**src/stt_pkg.sv**
```systemverilog
package stt_pkg;

   // command stream framing
   localparam logic [7:0] SPECIAL_PREFIX = 8'hFA;
   localparam logic [3:0] SEL_DELAY = 4'h1;
   localparam logic [3:0] SEL_EXPOSURE = 4'h2;
   localparam logic [7:0] REPLY_TERMINATOR = 8'h0D;

   // single-byte command codes
   localparam logic [7:0] CMD_MOTOR_ON = 8'hCE;
   localparam logic [7:0] CMD_MOTOR_OFF = 8'hCF;
   localparam logic [7:0] CMD_GO_ONLINE = 8'hEE;
   localparam logic [7:0] CMD_STATUS_TAIL = 8'hCC;
   localparam logic [7:0] CMD_TRIG_DISABLE = 8'hA0;
   localparam logic [7:0] CMD_TRIG_HIGH = 8'hA1;
   localparam logic [7:0] CMD_TRIG_LOW = 8'hA2;
   localparam logic [7:0] CMD_TRIG_RISE = 8'hA3;
   localparam logic [7:0] CMD_TRIG_FALL = 8'hA4;

   // field limits of the shared time format
   localparam logic [3:0] HOURS_MAX = 4'h5;
   localparam logic [7:0] MINUTES_MAX = 8'h3B;
   localparam logic [7:0] SECONDS_MAX = 8'h3B;
   localparam logic [3:0] BCD_MAX = 4'h9;

   // repeat count handling
   localparam logic [15:0] REPEAT_LIMIT = 16'hFDE8;
   localparam logic [1:0] REPLY_LAST_IDX = 2'h2;

   // values after reset
   localparam logic RST_MOTOR_EN = 1'b0;
   localparam logic RST_ONLINE = 1'b0;
   localparam logic RST_SHUTTER_OPEN = 1'b0;

   localparam int FIFO_DEPTH = 4;
   localparam int BYTE_W = 8;

   typedef struct packed {
      logic [3:0] hours;
      logic [7:0] minutes;
      logic [7:0] seconds;
      logic [3:0] ms_hundreds;
      logic [3:0] ms_tens;
      logic [3:0] ms_ones;
      logic [3:0] ms_tenths;
   } stt_time_t;

   typedef enum logic [2:0] {
      TRIG_DISABLED,
      TRIG_LEVEL_HIGH,
      TRIG_LEVEL_LOW,
      TRIG_RISE_TOGGLE,
      TRIG_FALL_TOGGLE
   } stt_trig_mode_t;

endpackage

```
**src/stt_cmd.sv**
```systemverilog
`timescale 1ns/10ps
module stt_cmd #(
   parameter int FIFO_DEPTH = stt_pkg::FIFO_DEPTH
) (
   input wire logic ref_clk,
   input wire logic rst_n,
   input wire logic rx_valid,
   output logic rx_ready,
   input wire logic [7:0] rx_data,
   output logic tx_valid,
   input wire logic tx_ready,
   output logic [7:0] tx_data,
   input wire logic ttl_in,
   input wire logic online_key,
   input wire logic local_req,
   input wire logic [15:0] repeat_count,
   output logic free_run_continuous,
   output logic motor_power_en,
   output logic online,
   output stt_pkg::stt_time_t delay_time,
   output logic delay_load,
   output stt_pkg::stt_time_t expo_time,
   output logic expo_load,
   output stt_pkg::stt_trig_mode_t trig_mode,
   output logic shutter_open,
   output logic cmd_rejected
);

   typedef enum logic [2:0] {
      S_IDLE,
      S_SEL_HOURS,
      S_MINUTES,
      S_SECONDS,
      S_MS_HIGH,
      S_MS_LOW,
      S_REPLY
   } stt_state_t;

   stt_state_t state_ff;
   logic f_valid, f_ready, take, is_delay_ff, time_good;
   logic [7:0] f_data, tx_data_ff;
   logic [1:0] reply_idx_ff;
   stt_pkg::stt_time_t shadow_ff, full_time, delay_ff, expo_ff;
   logic motor_en_ff, online_ff, delay_load_ff, expo_load_ff, reject_ff;
   stt_pkg::stt_trig_mode_t mode_ff;
   logic ttl_s1_ff, ttl_s2_ff, ttl_prev_ff, shutter_ff, ttl_rise, ttl_fall;

   // command bytes are buffered so the host may burst ahead of the decoder
   stt_fifo #(
      .WIDTH(stt_pkg::BYTE_W),
      .DEPTH(FIFO_DEPTH)
   ) u_rx_fifo (
      .ref_clk(ref_clk),
      .rst_n(rst_n),
      .in_valid(rx_valid),
      .in_ready(rx_ready),
      .in_data(rx_data),
      .out_valid(f_valid),
      .out_ready(f_ready),
      .out_data(f_data)
   );

   // decoder stalls while the reply drains, which backs up the fifo
   assign f_ready = (state_ff != S_REPLY);
   assign take = f_valid && f_ready;

   // range check of a whole time word
   function automatic logic time_in_range(input stt_pkg::stt_time_t t);
      logic ok;
      ok = (t.hours <= stt_pkg::HOURS_MAX);
      ok = ok && (t.minutes <= stt_pkg::MINUTES_MAX) && (t.seconds <= stt_pkg::SECONDS_MAX);
      ok = ok && (t.ms_hundreds <= stt_pkg::BCD_MAX) && (t.ms_tens <= stt_pkg::BCD_MAX);
      ok = ok && (t.ms_ones <= stt_pkg::BCD_MAX) && (t.ms_tenths <= stt_pkg::BCD_MAX);
      // five hours is the ceiling, so anything beyond it is refused as well
      if (t.hours == stt_pkg::HOURS_MAX)
         ok = ok && (t.minutes == 8'h00) && (t.seconds == 8'h00) &&
              ({t.ms_hundreds, t.ms_tens, t.ms_ones, t.ms_tenths} == 16'h0000);
      return ok;
   endfunction

   // last byte completes the word; checked before anything is loaded
   always_comb
   begin
      full_time = shadow_ff;
      full_time.ms_ones = f_data[7:4];
      full_time.ms_tenths = f_data[3:0];
      time_good = time_in_range(full_time);
   end

   // command parser
   always_ff @(posedge ref_clk or negedge rst_n)
   begin
      if (!rst_n)
      begin
         state_ff <= S_IDLE;
         is_delay_ff <= 1'b0;
         shadow_ff <= '0;
         reply_idx_ff <= '0;
      end
      else
      begin
         case (state_ff)
            S_IDLE:
               if (take && online_ff)
               begin
                  if (f_data == stt_pkg::SPECIAL_PREFIX)
                     state_ff <= S_SEL_HOURS;
                  else if (f_data == stt_pkg::CMD_STATUS_TAIL)
                  begin
                     state_ff <= S_REPLY;
                     reply_idx_ff <= '0;
                  end
               end
            S_SEL_HOURS:
               if (take)
               begin
                  // an unknown selector aborts the frame at once
                  if ((f_data[7:4] == stt_pkg::SEL_DELAY) || (f_data[7:4] == stt_pkg::SEL_EXPOSURE))
                  begin
                     is_delay_ff <= (f_data[7:4] == stt_pkg::SEL_DELAY);
                     shadow_ff.hours <= f_data[3:0];
                     state_ff <= S_MINUTES;
                  end
                  else
                     state_ff <= S_IDLE;
               end
            S_MINUTES:
               if (take)
               begin
                  shadow_ff.minutes <= f_data;
                  state_ff <= S_SECONDS;
               end
            S_SECONDS:
               if (take)
               begin
                  shadow_ff.seconds <= f_data;
                  state_ff <= S_MS_HIGH;
               end
            S_MS_HIGH:
               if (take)
               begin
                  shadow_ff.ms_hundreds <= f_data[7:4];
                  shadow_ff.ms_tens <= f_data[3:0];
                  state_ff <= S_MS_LOW;
               end
            S_MS_LOW:
               if (take)
                  state_ff <= S_IDLE;
            S_REPLY:
               if (tx_ready)
               begin
                  if (reply_idx_ff == stt_pkg::REPLY_LAST_IDX)
                     state_ff <= S_IDLE;
                  else
                     reply_idx_ff <= reply_idx_ff + 2'h1;
               end
            default:
               state_ff <= S_IDLE;
         endcase
      end
   end

   // timer words only change on a fully valid frame
   always_ff @(posedge ref_clk or negedge rst_n)
   begin
      if (!rst_n)
      begin
         delay_ff <= '0;
         expo_ff <= '0;
         delay_load_ff <= 1'b0;
         expo_load_ff <= 1'b0;
         reject_ff <= 1'b0;
      end
      else
      begin
         delay_load_ff <= 1'b0;
         expo_load_ff <= 1'b0;
         reject_ff <= 1'b0;
         if ((state_ff == S_SEL_HOURS) && take &&
             (f_data[7:4] != stt_pkg::SEL_DELAY) && (f_data[7:4] != stt_pkg::SEL_EXPOSURE))
            reject_ff <= 1'b1;
         if ((state_ff == S_MS_LOW) && take)
         begin
            if (!time_good)
               reject_ff <= 1'b1;
            else if (is_delay_ff)
            begin
               delay_ff <= full_time;
               delay_load_ff <= 1'b1;
            end
            else
            begin
               expo_ff <= full_time;
               expo_load_ff <= 1'b1;
            end
         end
      end
   end

   // reply byte register; count goes upper byte first, then lower byte, then the terminator
   always_ff @(posedge ref_clk or negedge rst_n)
   begin
      if (!rst_n)
         tx_data_ff <= 8'h00;
      else if ((state_ff == S_IDLE) && take && online_ff && (f_data == stt_pkg::CMD_STATUS_TAIL))
         tx_data_ff <= repeat_count[15:8];
      else if ((state_ff == S_REPLY) && tx_ready)
      begin
         if (reply_idx_ff == 2'h0)
            tx_data_ff <= repeat_count[7:0];
         else
            tx_data_ff <= stt_pkg::REPLY_TERMINATOR;
      end
   end

   assign tx_valid = (state_ff == S_REPLY);
   assign tx_data = tx_data_ff;

   // above the limit the free run repeats without end
   assign free_run_continuous = (repeat_count > stt_pkg::REPEAT_LIMIT);

   // motor power and on-line state; local mode ignores all but go-online
   always_ff @(posedge ref_clk or negedge rst_n)
   begin
      if (!rst_n)
      begin
         motor_en_ff <= stt_pkg::RST_MOTOR_EN;
         online_ff <= stt_pkg::RST_ONLINE;
      end
      else
      begin
         if ((state_ff == S_IDLE) && take && online_ff)
         begin
            if (f_data == stt_pkg::CMD_MOTOR_ON)
               motor_en_ff <= 1'b1;
            else if (f_data == stt_pkg::CMD_MOTOR_OFF)
               motor_en_ff <= 1'b0;
         end
         // going on line wins over a same-cycle local request
         if (online_key || ((state_ff == S_IDLE) && take && (f_data == stt_pkg::CMD_GO_ONLINE)))
            online_ff <= 1'b1;
         else if (local_req)
            online_ff <= 1'b0;
      end
   end

   // trigger mode: the last command received replaces any earlier one
   always_ff @(posedge ref_clk or negedge rst_n)
   begin
      if (!rst_n)
         mode_ff <= stt_pkg::TRIG_DISABLED;
      else if ((state_ff == S_IDLE) && take && online_ff)
      begin
         case (f_data)
            stt_pkg::CMD_TRIG_DISABLE: mode_ff <= stt_pkg::TRIG_DISABLED;
            stt_pkg::CMD_TRIG_HIGH: mode_ff <= stt_pkg::TRIG_LEVEL_HIGH;
            stt_pkg::CMD_TRIG_LOW: mode_ff <= stt_pkg::TRIG_LEVEL_LOW;
            stt_pkg::CMD_TRIG_RISE: mode_ff <= stt_pkg::TRIG_RISE_TOGGLE;
            stt_pkg::CMD_TRIG_FALL: mode_ff <= stt_pkg::TRIG_FALL_TOGGLE;
            default: mode_ff <= mode_ff;
         endcase
      end
   end

   // trigger pin synchroniser; edges are taken from the second stage only
   always_ff @(posedge ref_clk or negedge rst_n)
   begin
      if (!rst_n)
      begin
         ttl_s1_ff <= 1'b0;
         ttl_s2_ff <= 1'b0;
         ttl_prev_ff <= 1'b0;
      end
      else
      begin
         ttl_s1_ff <= ttl_in;
         ttl_s2_ff <= ttl_s1_ff;
         ttl_prev_ff <= ttl_s2_ff;
      end
   end

   assign ttl_rise = ttl_s2_ff && !ttl_prev_ff;
   assign ttl_fall = !ttl_s2_ff && ttl_prev_ff;

   // shutter state; a pin held high through reset reads as one rising edge
   always_ff @(posedge ref_clk or negedge rst_n)
   begin
      if (!rst_n)
         shutter_ff <= stt_pkg::RST_SHUTTER_OPEN;
      else
      begin
         case (mode_ff)
            stt_pkg::TRIG_DISABLED: shutter_ff <= shutter_ff;
            stt_pkg::TRIG_LEVEL_HIGH: shutter_ff <= ttl_s2_ff;
            stt_pkg::TRIG_LEVEL_LOW: shutter_ff <= !ttl_s2_ff;
            stt_pkg::TRIG_RISE_TOGGLE: shutter_ff <= ttl_rise ? !shutter_ff : shutter_ff;
            stt_pkg::TRIG_FALL_TOGGLE: shutter_ff <= ttl_fall ? !shutter_ff : shutter_ff;
            default: shutter_ff <= shutter_ff;
         endcase
      end
   end

   // outputs straight from their registers
   assign motor_power_en = motor_en_ff;
   assign online = online_ff;
   assign delay_time = delay_ff;
   assign delay_load = delay_load_ff;
   assign expo_time = expo_ff;
   assign expo_load = expo_load_ff;
   assign trig_mode = mode_ff;
   assign shutter_open = shutter_ff;
   assign cmd_rejected = reject_ff;

endmodule

```
**src/stt_fifo.sv**
```systemverilog
`timescale 1ns/10ps
module stt_fifo #(
   parameter int WIDTH = 8,
   parameter int DEPTH = 4
) (
   input wire logic ref_clk,
   input wire logic rst_n,
   input wire logic in_valid,
   output logic in_ready,
   input wire logic [WIDTH-1:0] in_data,
   output logic out_valid,
   input wire logic out_ready,
   output logic [WIDTH-1:0] out_data
);

   localparam int AW = (DEPTH > 1) ? $clog2(DEPTH) : 1;

   logic [WIDTH-1:0] mem_ff [DEPTH];
   logic [AW-1:0] wr_ptr_ff;
   logic [AW-1:0] rd_ptr_ff;
   logic [AW:0] count_ff;
   logic push;
   logic pop;

   // honest full and empty from the occupancy count
   assign in_ready = (count_ff != (AW+1)'(DEPTH));
   assign out_valid = (count_ff != '0);
   assign out_data = mem_ff[rd_ptr_ff];
   assign push = in_valid && in_ready;
   assign pop = out_valid && out_ready;

   // storage has no reset; only the pointers and the count carry state
   always_ff @(posedge ref_clk)
   begin
      if (push)
         mem_ff[wr_ptr_ff] <= in_data;
   end

   // pointers wrap at depth, so depth need not be a power of two
   always_ff @(posedge ref_clk or negedge rst_n)
   begin
      if (!rst_n)
      begin
         wr_ptr_ff <= '0;
         rd_ptr_ff <= '0;
         count_ff <= '0;
      end
      else
      begin
         if (push)
            wr_ptr_ff <= (wr_ptr_ff == AW'(DEPTH-1)) ? '0 : wr_ptr_ff + AW'(1);
         if (pop)
            rd_ptr_ff <= (rd_ptr_ff == AW'(DEPTH-1)) ? '0 : rd_ptr_ff + AW'(1);
         if (push && !pop)
            count_ff <= count_ff + (AW+1)'(1);
         else if (pop && !push)
            count_ff <= count_ff - (AW+1)'(1);
      end
   end

endmodule

```
**config.mk**
```make
export PLATFORM = sky130hd
export DESIGN_NAME = stt_cmd
export DESIGN_NICKNAME = d
export VERILOG_FILES = /design/src/stt_pkg.sv /design/src/stt_cmd.sv /design/src/stt_fifo.sv
export SDC_FILE = /design/constraint.sdc
export NUM_CORES = 1
export LEC_CHECK = 0
export BUFFER_PORTS_ARGS = -buffer_cell sky130_fd_sc_hd__buf_4
export CAP_MARGIN = 5
export CORE_MARGIN = 2
export CORE_UTILIZATION = 25
export DETAILED_ROUTE_END_ITERATION = 7
export PLACE_DENSITY = 0.45
export SKIP_LAST_GASP = 1
export SLEW_MARGIN = 20
export SYNTH_ARGS = -nofsm -noshare
export SYNTH_HDL_FRONTEND = slang
export SYNTH_SLANG_ARGS = --single-unit
export TNS_END_PERCENT = 5
```
**constraint.sdc**
```tcl
create_clock -name ref_clk -period 3.6 [get_ports ref_clk]
set_input_delay 0.36 -clock ref_clk [delete_from_list [all_inputs] [get_ports ref_clk]]
set_output_delay 0.36 -clock ref_clk [all_outputs]
set_load 0.01 [all_outputs]
```
# Yosys cells after proc, flatten, opt, wreduce, memory -nomap -nowiden
# Memories as Yosys holds them, arrays and structs flattened.
# Index checks and enable logic that the tools add are counted.
dict set report word_totals {
  ff_bits 133
  latchBits 0
  ramBits 32
  rom_bits 0
  input_bits 31
  out_inout_bits 92
  elab_cells 196
  mem_count 1
}
# memory depth width rd rd_clocked_by_memory_dff write_ports line_no
set memory_table {}
lappend memory_table {u_rx_fifo.mem_ff 4 8 1 0 1 stt_fifo.sv:18} ;# logic [WIDTH-1:0] mem_ff [DEPTH];
dict set report op_classes {
  n_addsub 5
  n_mul 0
  n_div 0
  n_lt_le_gt_ge 8
  eq_ne 44
  n_shift 0
  n_mux 45
  bitwise 1
  reduce_logical 56
}
# op count
set op_table {}
lappend op_table {{$eq A8 B8 Y1 const B} 10}
lappend op_table {{$mux W3} 12}
lappend op_table {{$logic_and A1 B1 Y1} 25}
lappend op_table {{$mux W8} 3}
lappend op_table {{$ne A2 B2 Y1 const B} 11}
lappend op_table {{$pmux W3 S7} 1}
lappend op_table {{$mux W1} 18}
lappend op_table {{$gt A16 B16 Y1 const B} 1}
lappend op_table {{$le A4 B4 Y1 const B} 4}
lappend op_table {{$le A8 B6 Y1 const B} 2}
lappend op_table {{$logic_not A16 Y1} 1}
lappend op_table {{$logic_not A8 Y1} 2}
lappend op_table {{$mux W2} 8}
lappend op_table {{$pmux W3 S5} 1}
lappend op_table {{$eq A3 B2 Y1 const B} 4}
lappend op_table {{$eq A3 B3 Y1 const B} 4}
lappend op_table {{$reduce_and A3 Y1} 4}
lappend op_table {{$reduce_and A2 Y1} 5}
lappend op_table {{$reduce_bool A2 Y1} 5}
lappend op_table {{$ne A3 B3 Y1 const B} 3}
lappend op_table {{$reduce_and A9 Y1} 1}
lappend op_table {{$add A2 B1 Y2 const B} 3}
lappend op_table {{$eq A2 B2 Y1 const B} 3}
lappend op_table {{$eq A3 B1 Y1 const B} 2}
lappend op_table {{20 further kinds} 26}

# Longest topological paths before layout
dict set report depth {
  depth_word 13
  ltp_mapped 11
  depth_no_buf 10
}

# Modules after synthesis
# From an unflattened synthesis, not the netlist that was laid out.
dict set report hier_totals {
  hier_cells 491
  hier_area_um2 7178.1
}
# mod n_inst cells_each area_each_um2 seq_area_each_um2
set modules_own_cells {}
lappend modules_own_cells {stt_cmd 1 413 5584.1 3153.0}
lappend modules_own_cells {stt_fifo 1 78 1594.0 1136.1}

# Worst setup path after synthesis
# OpenSTA, ideal clock, no wires.
dict set report synth_path {
  kind {register to register}
  startpoint {register u_rx_fifo.rd_ptr_ff[0]}
  endpoint {register delay_ff (netlist bit delay_time[10])}
  setup_ns 0.127
  arrival_ns 2.562
  t_required_ns 3.473
  path_slack_ns 0.911
  stages_incl_launch_ff 9
  n_path_buf 3
  synth_period_minus_slack_ns 2.689
  path_cell_list {dfrtp_1 -> buf_6 -> mux4_2 -> or4_1 -> o21ai_2 -> nor2b_1 -> buf_4 -> buf_6 -> mux2_1}
}
dict set report synth_between {
  elab_chain_cells 9
  word_cells_on_any_way 11
  cone_classes {2 x order compare; 1 x mux; 7 x reduce/logical; 1 x memory}
}
# element line_no
set synth_lines {}
lappend synth_lines {{start, declared} stt_fifo.sv:20} ;# logic [AW-1:0] rd_ptr_ff;
lappend synth_lines {{start signal, assigned} stt_fifo.sv:53} ;# rd_ptr_ff <= (rd_ptr_ff == AW'(DEPTH-1)) ? '0 : rd_ptr_ff + AW'(1);
lappend synth_lines {{$mem_v2 Z4 W8 *} --}
lappend synth_lines {{$le A4 B4 Y1} stt_cmd.sv:73} ;# ok = ok && (t.ms_ones <= stt_pkg::BCD_MAX) && (t.ms_tenths <= stt_pkg::BCD_MAX);
lappend synth_lines {{$logic_and A1 B1 Y1 (2 in a row)} stt_cmd.sv:73}
lappend synth_lines {{$logic_and A1 B1 Y1 (3 in a row)} stt_cmd.sv:76} ;# ok = ok && (t.minutes == 8'h00) && (t.seconds == 8'h00) &&
lappend synth_lines {{$mux W1 *} stt_cmd.sv:75} ;# if (t.hours == stt_pkg::HOURS_MAX)
lappend synth_lines {{$reduce_and A3 Y1 (no source line) *} --}
lappend synth_lines {{end signal, assigned} stt_cmd.sv:188} ;# delay_ff <= full_time;
lappend synth_lines {{end, declared} stt_cmd.sv:43} ;# stt_pkg::stt_time_t shadow_ff, full_time, delay_ff, expo_ff;
# Every way passes the cells marked *; elsewhere a longest branch is shown, timed or not.
# A chain may end at the register's enable or synchronous reset.

# Worst setup path after layout
dict set report layout_path {
  startpoint {register u_rx_fifo.rd_ptr_ff[0]}
  endpoint {register delay_ff (netlist bit delay_time[1])}
}
dict set report layout_between {
  elab_chain_cells 9
  word_cells_on_any_way 11
  cone_classes {2 x order compare; 1 x mux; 7 x reduce/logical; 1 x memory}
}
# element line_no
set layout_lines {}
lappend layout_lines {{$mem_v2 Z4 W8 *} --}
lappend layout_lines {{$le A4 B4 Y1} stt_cmd.sv:73}
lappend layout_lines {{$logic_and A1 B1 Y1 (2 in a row)} stt_cmd.sv:73}
lappend layout_lines {{$logic_and A1 B1 Y1 (3 in a row)} stt_cmd.sv:76}
lappend layout_lines {{$mux W1} stt_cmd.sv:75}
lappend layout_lines {{$reduce_and A3 Y1 (no source line)} --}
# Marked as above.

==> impl_metrics.toml <==
[setup_path]
rrSetupSlack_ns = 0.61
cp.depth = 7
worstPathRequired_ns = 3.90
critical_path_class = "reg2reg"
cp-start-kind = "register"
worstPathCellList = "mux4_2 -> o21a_1 -> nor3_1 -> nand4_1 -> nor2b_4 -> buf_12 -> mux2_1"
cp_max_fo = 29
cp_top_family = "multiplexers"
cp.arrival_ns = 3.29
reg2reg_depth = 7
critPathMaxStageDelay_ns = 0.69
cp_slowest_cell = "mux4_2"
critPathBufInv = 1
endpoint_kind = "register"

[run_status]
failed_checks = "negative hold slack"
outcome = "finished, violations left"

[die]
core-area_um2 = 27630
initial_utilization = 0.2525
die_w_um = 171.0
dieArea_um2 = 29250
core.rowCount = 61
fp.dieH_um = 171.0
io_pins = 123

[timing]
setup_viol = 0
setup_tns_ns = 0
whs_ns = -0.02306
post-route-period-util = 0.8303
relSlewSlack = 0.3791
hold_viol = 9
setup_ws_ns = 0.6108
final-max-slew-violation-count = 0
clock.fmax_mhz = 334.5
worst_slew_pin_slew_ns = 0.9280
period_needed_ns = 2.989
clock_skew_ns = 0.008636
rsz0062_at_grt = "false"

[cts]
clock-sinks = 165
cts_tree = "yes"
root_buffer = "clkbuf_16"
postCtsSetupRepairBufs = 0
h-tree-depth = 4
cts_buffers = 17
clk_pin_slew_worst_paths_ns = 0.07
clkLatencyLatePin_ns = 0.42
cts_buffer_depth = 2
post_cts_resized = 0
holdBufCountCts = 0

[power_and_ir_drop]
leakage_uw = 0.004181
irDropWorstVdd_v = 0.0003539
p_per_area_nw_per_um2 = 768.9

[synthesis]
ys_top_cells_by_area = "dfrtp_1, edfxtp_1, mux2_2, mux2_4, mux2_1"
yosys.cell_types.count = 52
synth_edf_count = 32
ys_ff_latch = 165
seq_area_frac_synth = 0.6149
syn_nets = 541
synth_commonest_cells = "dfrtp_1, mux2_2, nor2_1, edfxtp_1, mux2_1"
synth_warnings = 0
async_flop_share = 0.8061
yosysTopAreaCellShare = 0.4771
synth.most_common_cell = "dfrtp_1"
syn-instance-count = 501
syn_area_per_cell_um2 = 13.92
syn_area_um2 = 6975
synth_largest_area_cell = "dfrtp_1"
synth_ff_type = "dfrtp_1"

[placement]
gp_congestion = 0.7708
place_hpwl_um = 12500
portBuffers = 122
pre_cts_ws_ns = 0.5801

[layout]
area_growth_pct = 28.18
final_nets = 670
n_antenna_cell = 0
drive_above_1_share = 0.3748

[drt]
drc = 0
viasPerCell = 4.367
num_vias = 4459
drtIter0Drc = 261
finalWirelength_um = 17380
drt_pass1_iterations = 4
wl_per_cell_um = 17.02
ant_nets = 0

[global_routing]
antenna_found_initial = 0
overflow = 0
grt_use_total = 0.1239
grt_pass1_vias = 4864
grt_max_degree = 86
grt_pass1_wl_um = 27450

[worst_hold_path]
hp-class = "in2async"

[flow_run]
maxCapViolCount = 0
-- logic make-up after synthesis --
group	Yosys count	synth area share
AO/OA/AOI/OAI	57	0.04610
XOR/XNOR	4	0.005023
adder cells (fa/ha/maj)	9	0.01722
buffers and inverters	34	0.02637
flip-flops	165	0.6149
multiplexers	102	0.1909
AND/OR/NAND/NOR	130	0.09955
-- through the flow --
step | area, um2 | utilization | std cells | total power [uW]
2_1_floorplan | 6975 | - | 501 | 4149
5_1_grt | 8941 | 0.3236 | 1021 | 7306
6_report | 8941 | 0.3236 | 1021 | 6874
4_1_cts | 8932 | 0.3233 | 1021 | 6986
3_5_place_dp | 8341 | 0.3019 | 989 | 5120
3_3_place_gp | 8341 | 0.3019 | 989 | 5035
-- cell usage in the layout, fill, tap and decap left out, drive strengths merged, types with 3 or more instances in the layout --
cell and n:
a21oi 30, and2 7, and3 10, buf 133
clkbuf 17, clkinv 3, dfrtp 133, edfxtp 32
ha 8, inv 19, mux2 93, mux4 8
nand2 26, nand3 6, nand3b 3, nand4 8
nand4b 3, nor2 33, nor2b 6, nor3 10
nor4 6, o21ai 16, or3 3
-- power by group --
group | leakage [uW] | switching (uW) | total (uW) | internal (uW)
clock | 0.000287 | 797 | 1840 | 1040
combinational | 0.00186 | 1070 | 2130 | 1060
sequential | 0.00203 | 498 | 2910 | 2410
total | 0.00418 | 2370 | 6870 | 4510
-- layout make-up --
type / count / area, um2
inverters: 11 / 41.29
clock buffers: 17 / 425.4
repair buffers: 133 / 1027
fillers: 2792 / 18690
flip-flops and latches: 165 / 4289
clock inverters: 15 / 166.4
multi-input cells: 302 / 2519
well taps: 378 / 473.0
-- state kept, by name (all words and copies together), names as in the netlist, 2 cells and up --
register and count:
trig_mode 3, full_time 28, u_rx_fifo.count_ff 3, u_rx_fifo.wr_ptr_ff 2, u_rx_fifo.rd_ptr_ff 2, tx_data 8, reply_idx_ff 2, expo_time 36
u_rx_fifo.mem_ff 32, delay_time 36, state_ff 3
-- worst paths after layout --
kind                                   startpoint       endpoint
setup / recovery           u_rx_fifo.rd_ptr_ff[0]  delay_time[1]
max in group asynchronous                   rst_n  delay_time[1]
hold / removal                              rst_n  expo_time[30]
min in group ref_clk                       ttl_in      ttl_s1_ff
setup reg to reg           u_rx_fifo.rd_ptr_ff[0]  delay_time[1]
hold reg to reg                         ttl_s1_ff      ttl_s2_ff
-- routing by layer --
metal	wire length (um)	track usage
met1	7800	0.1546
met3	697	0.03424
met2	8651	0.2090
met5	0	0
met4	233	0.03721
Note: power is estimated with default switching activity, not from simulation.
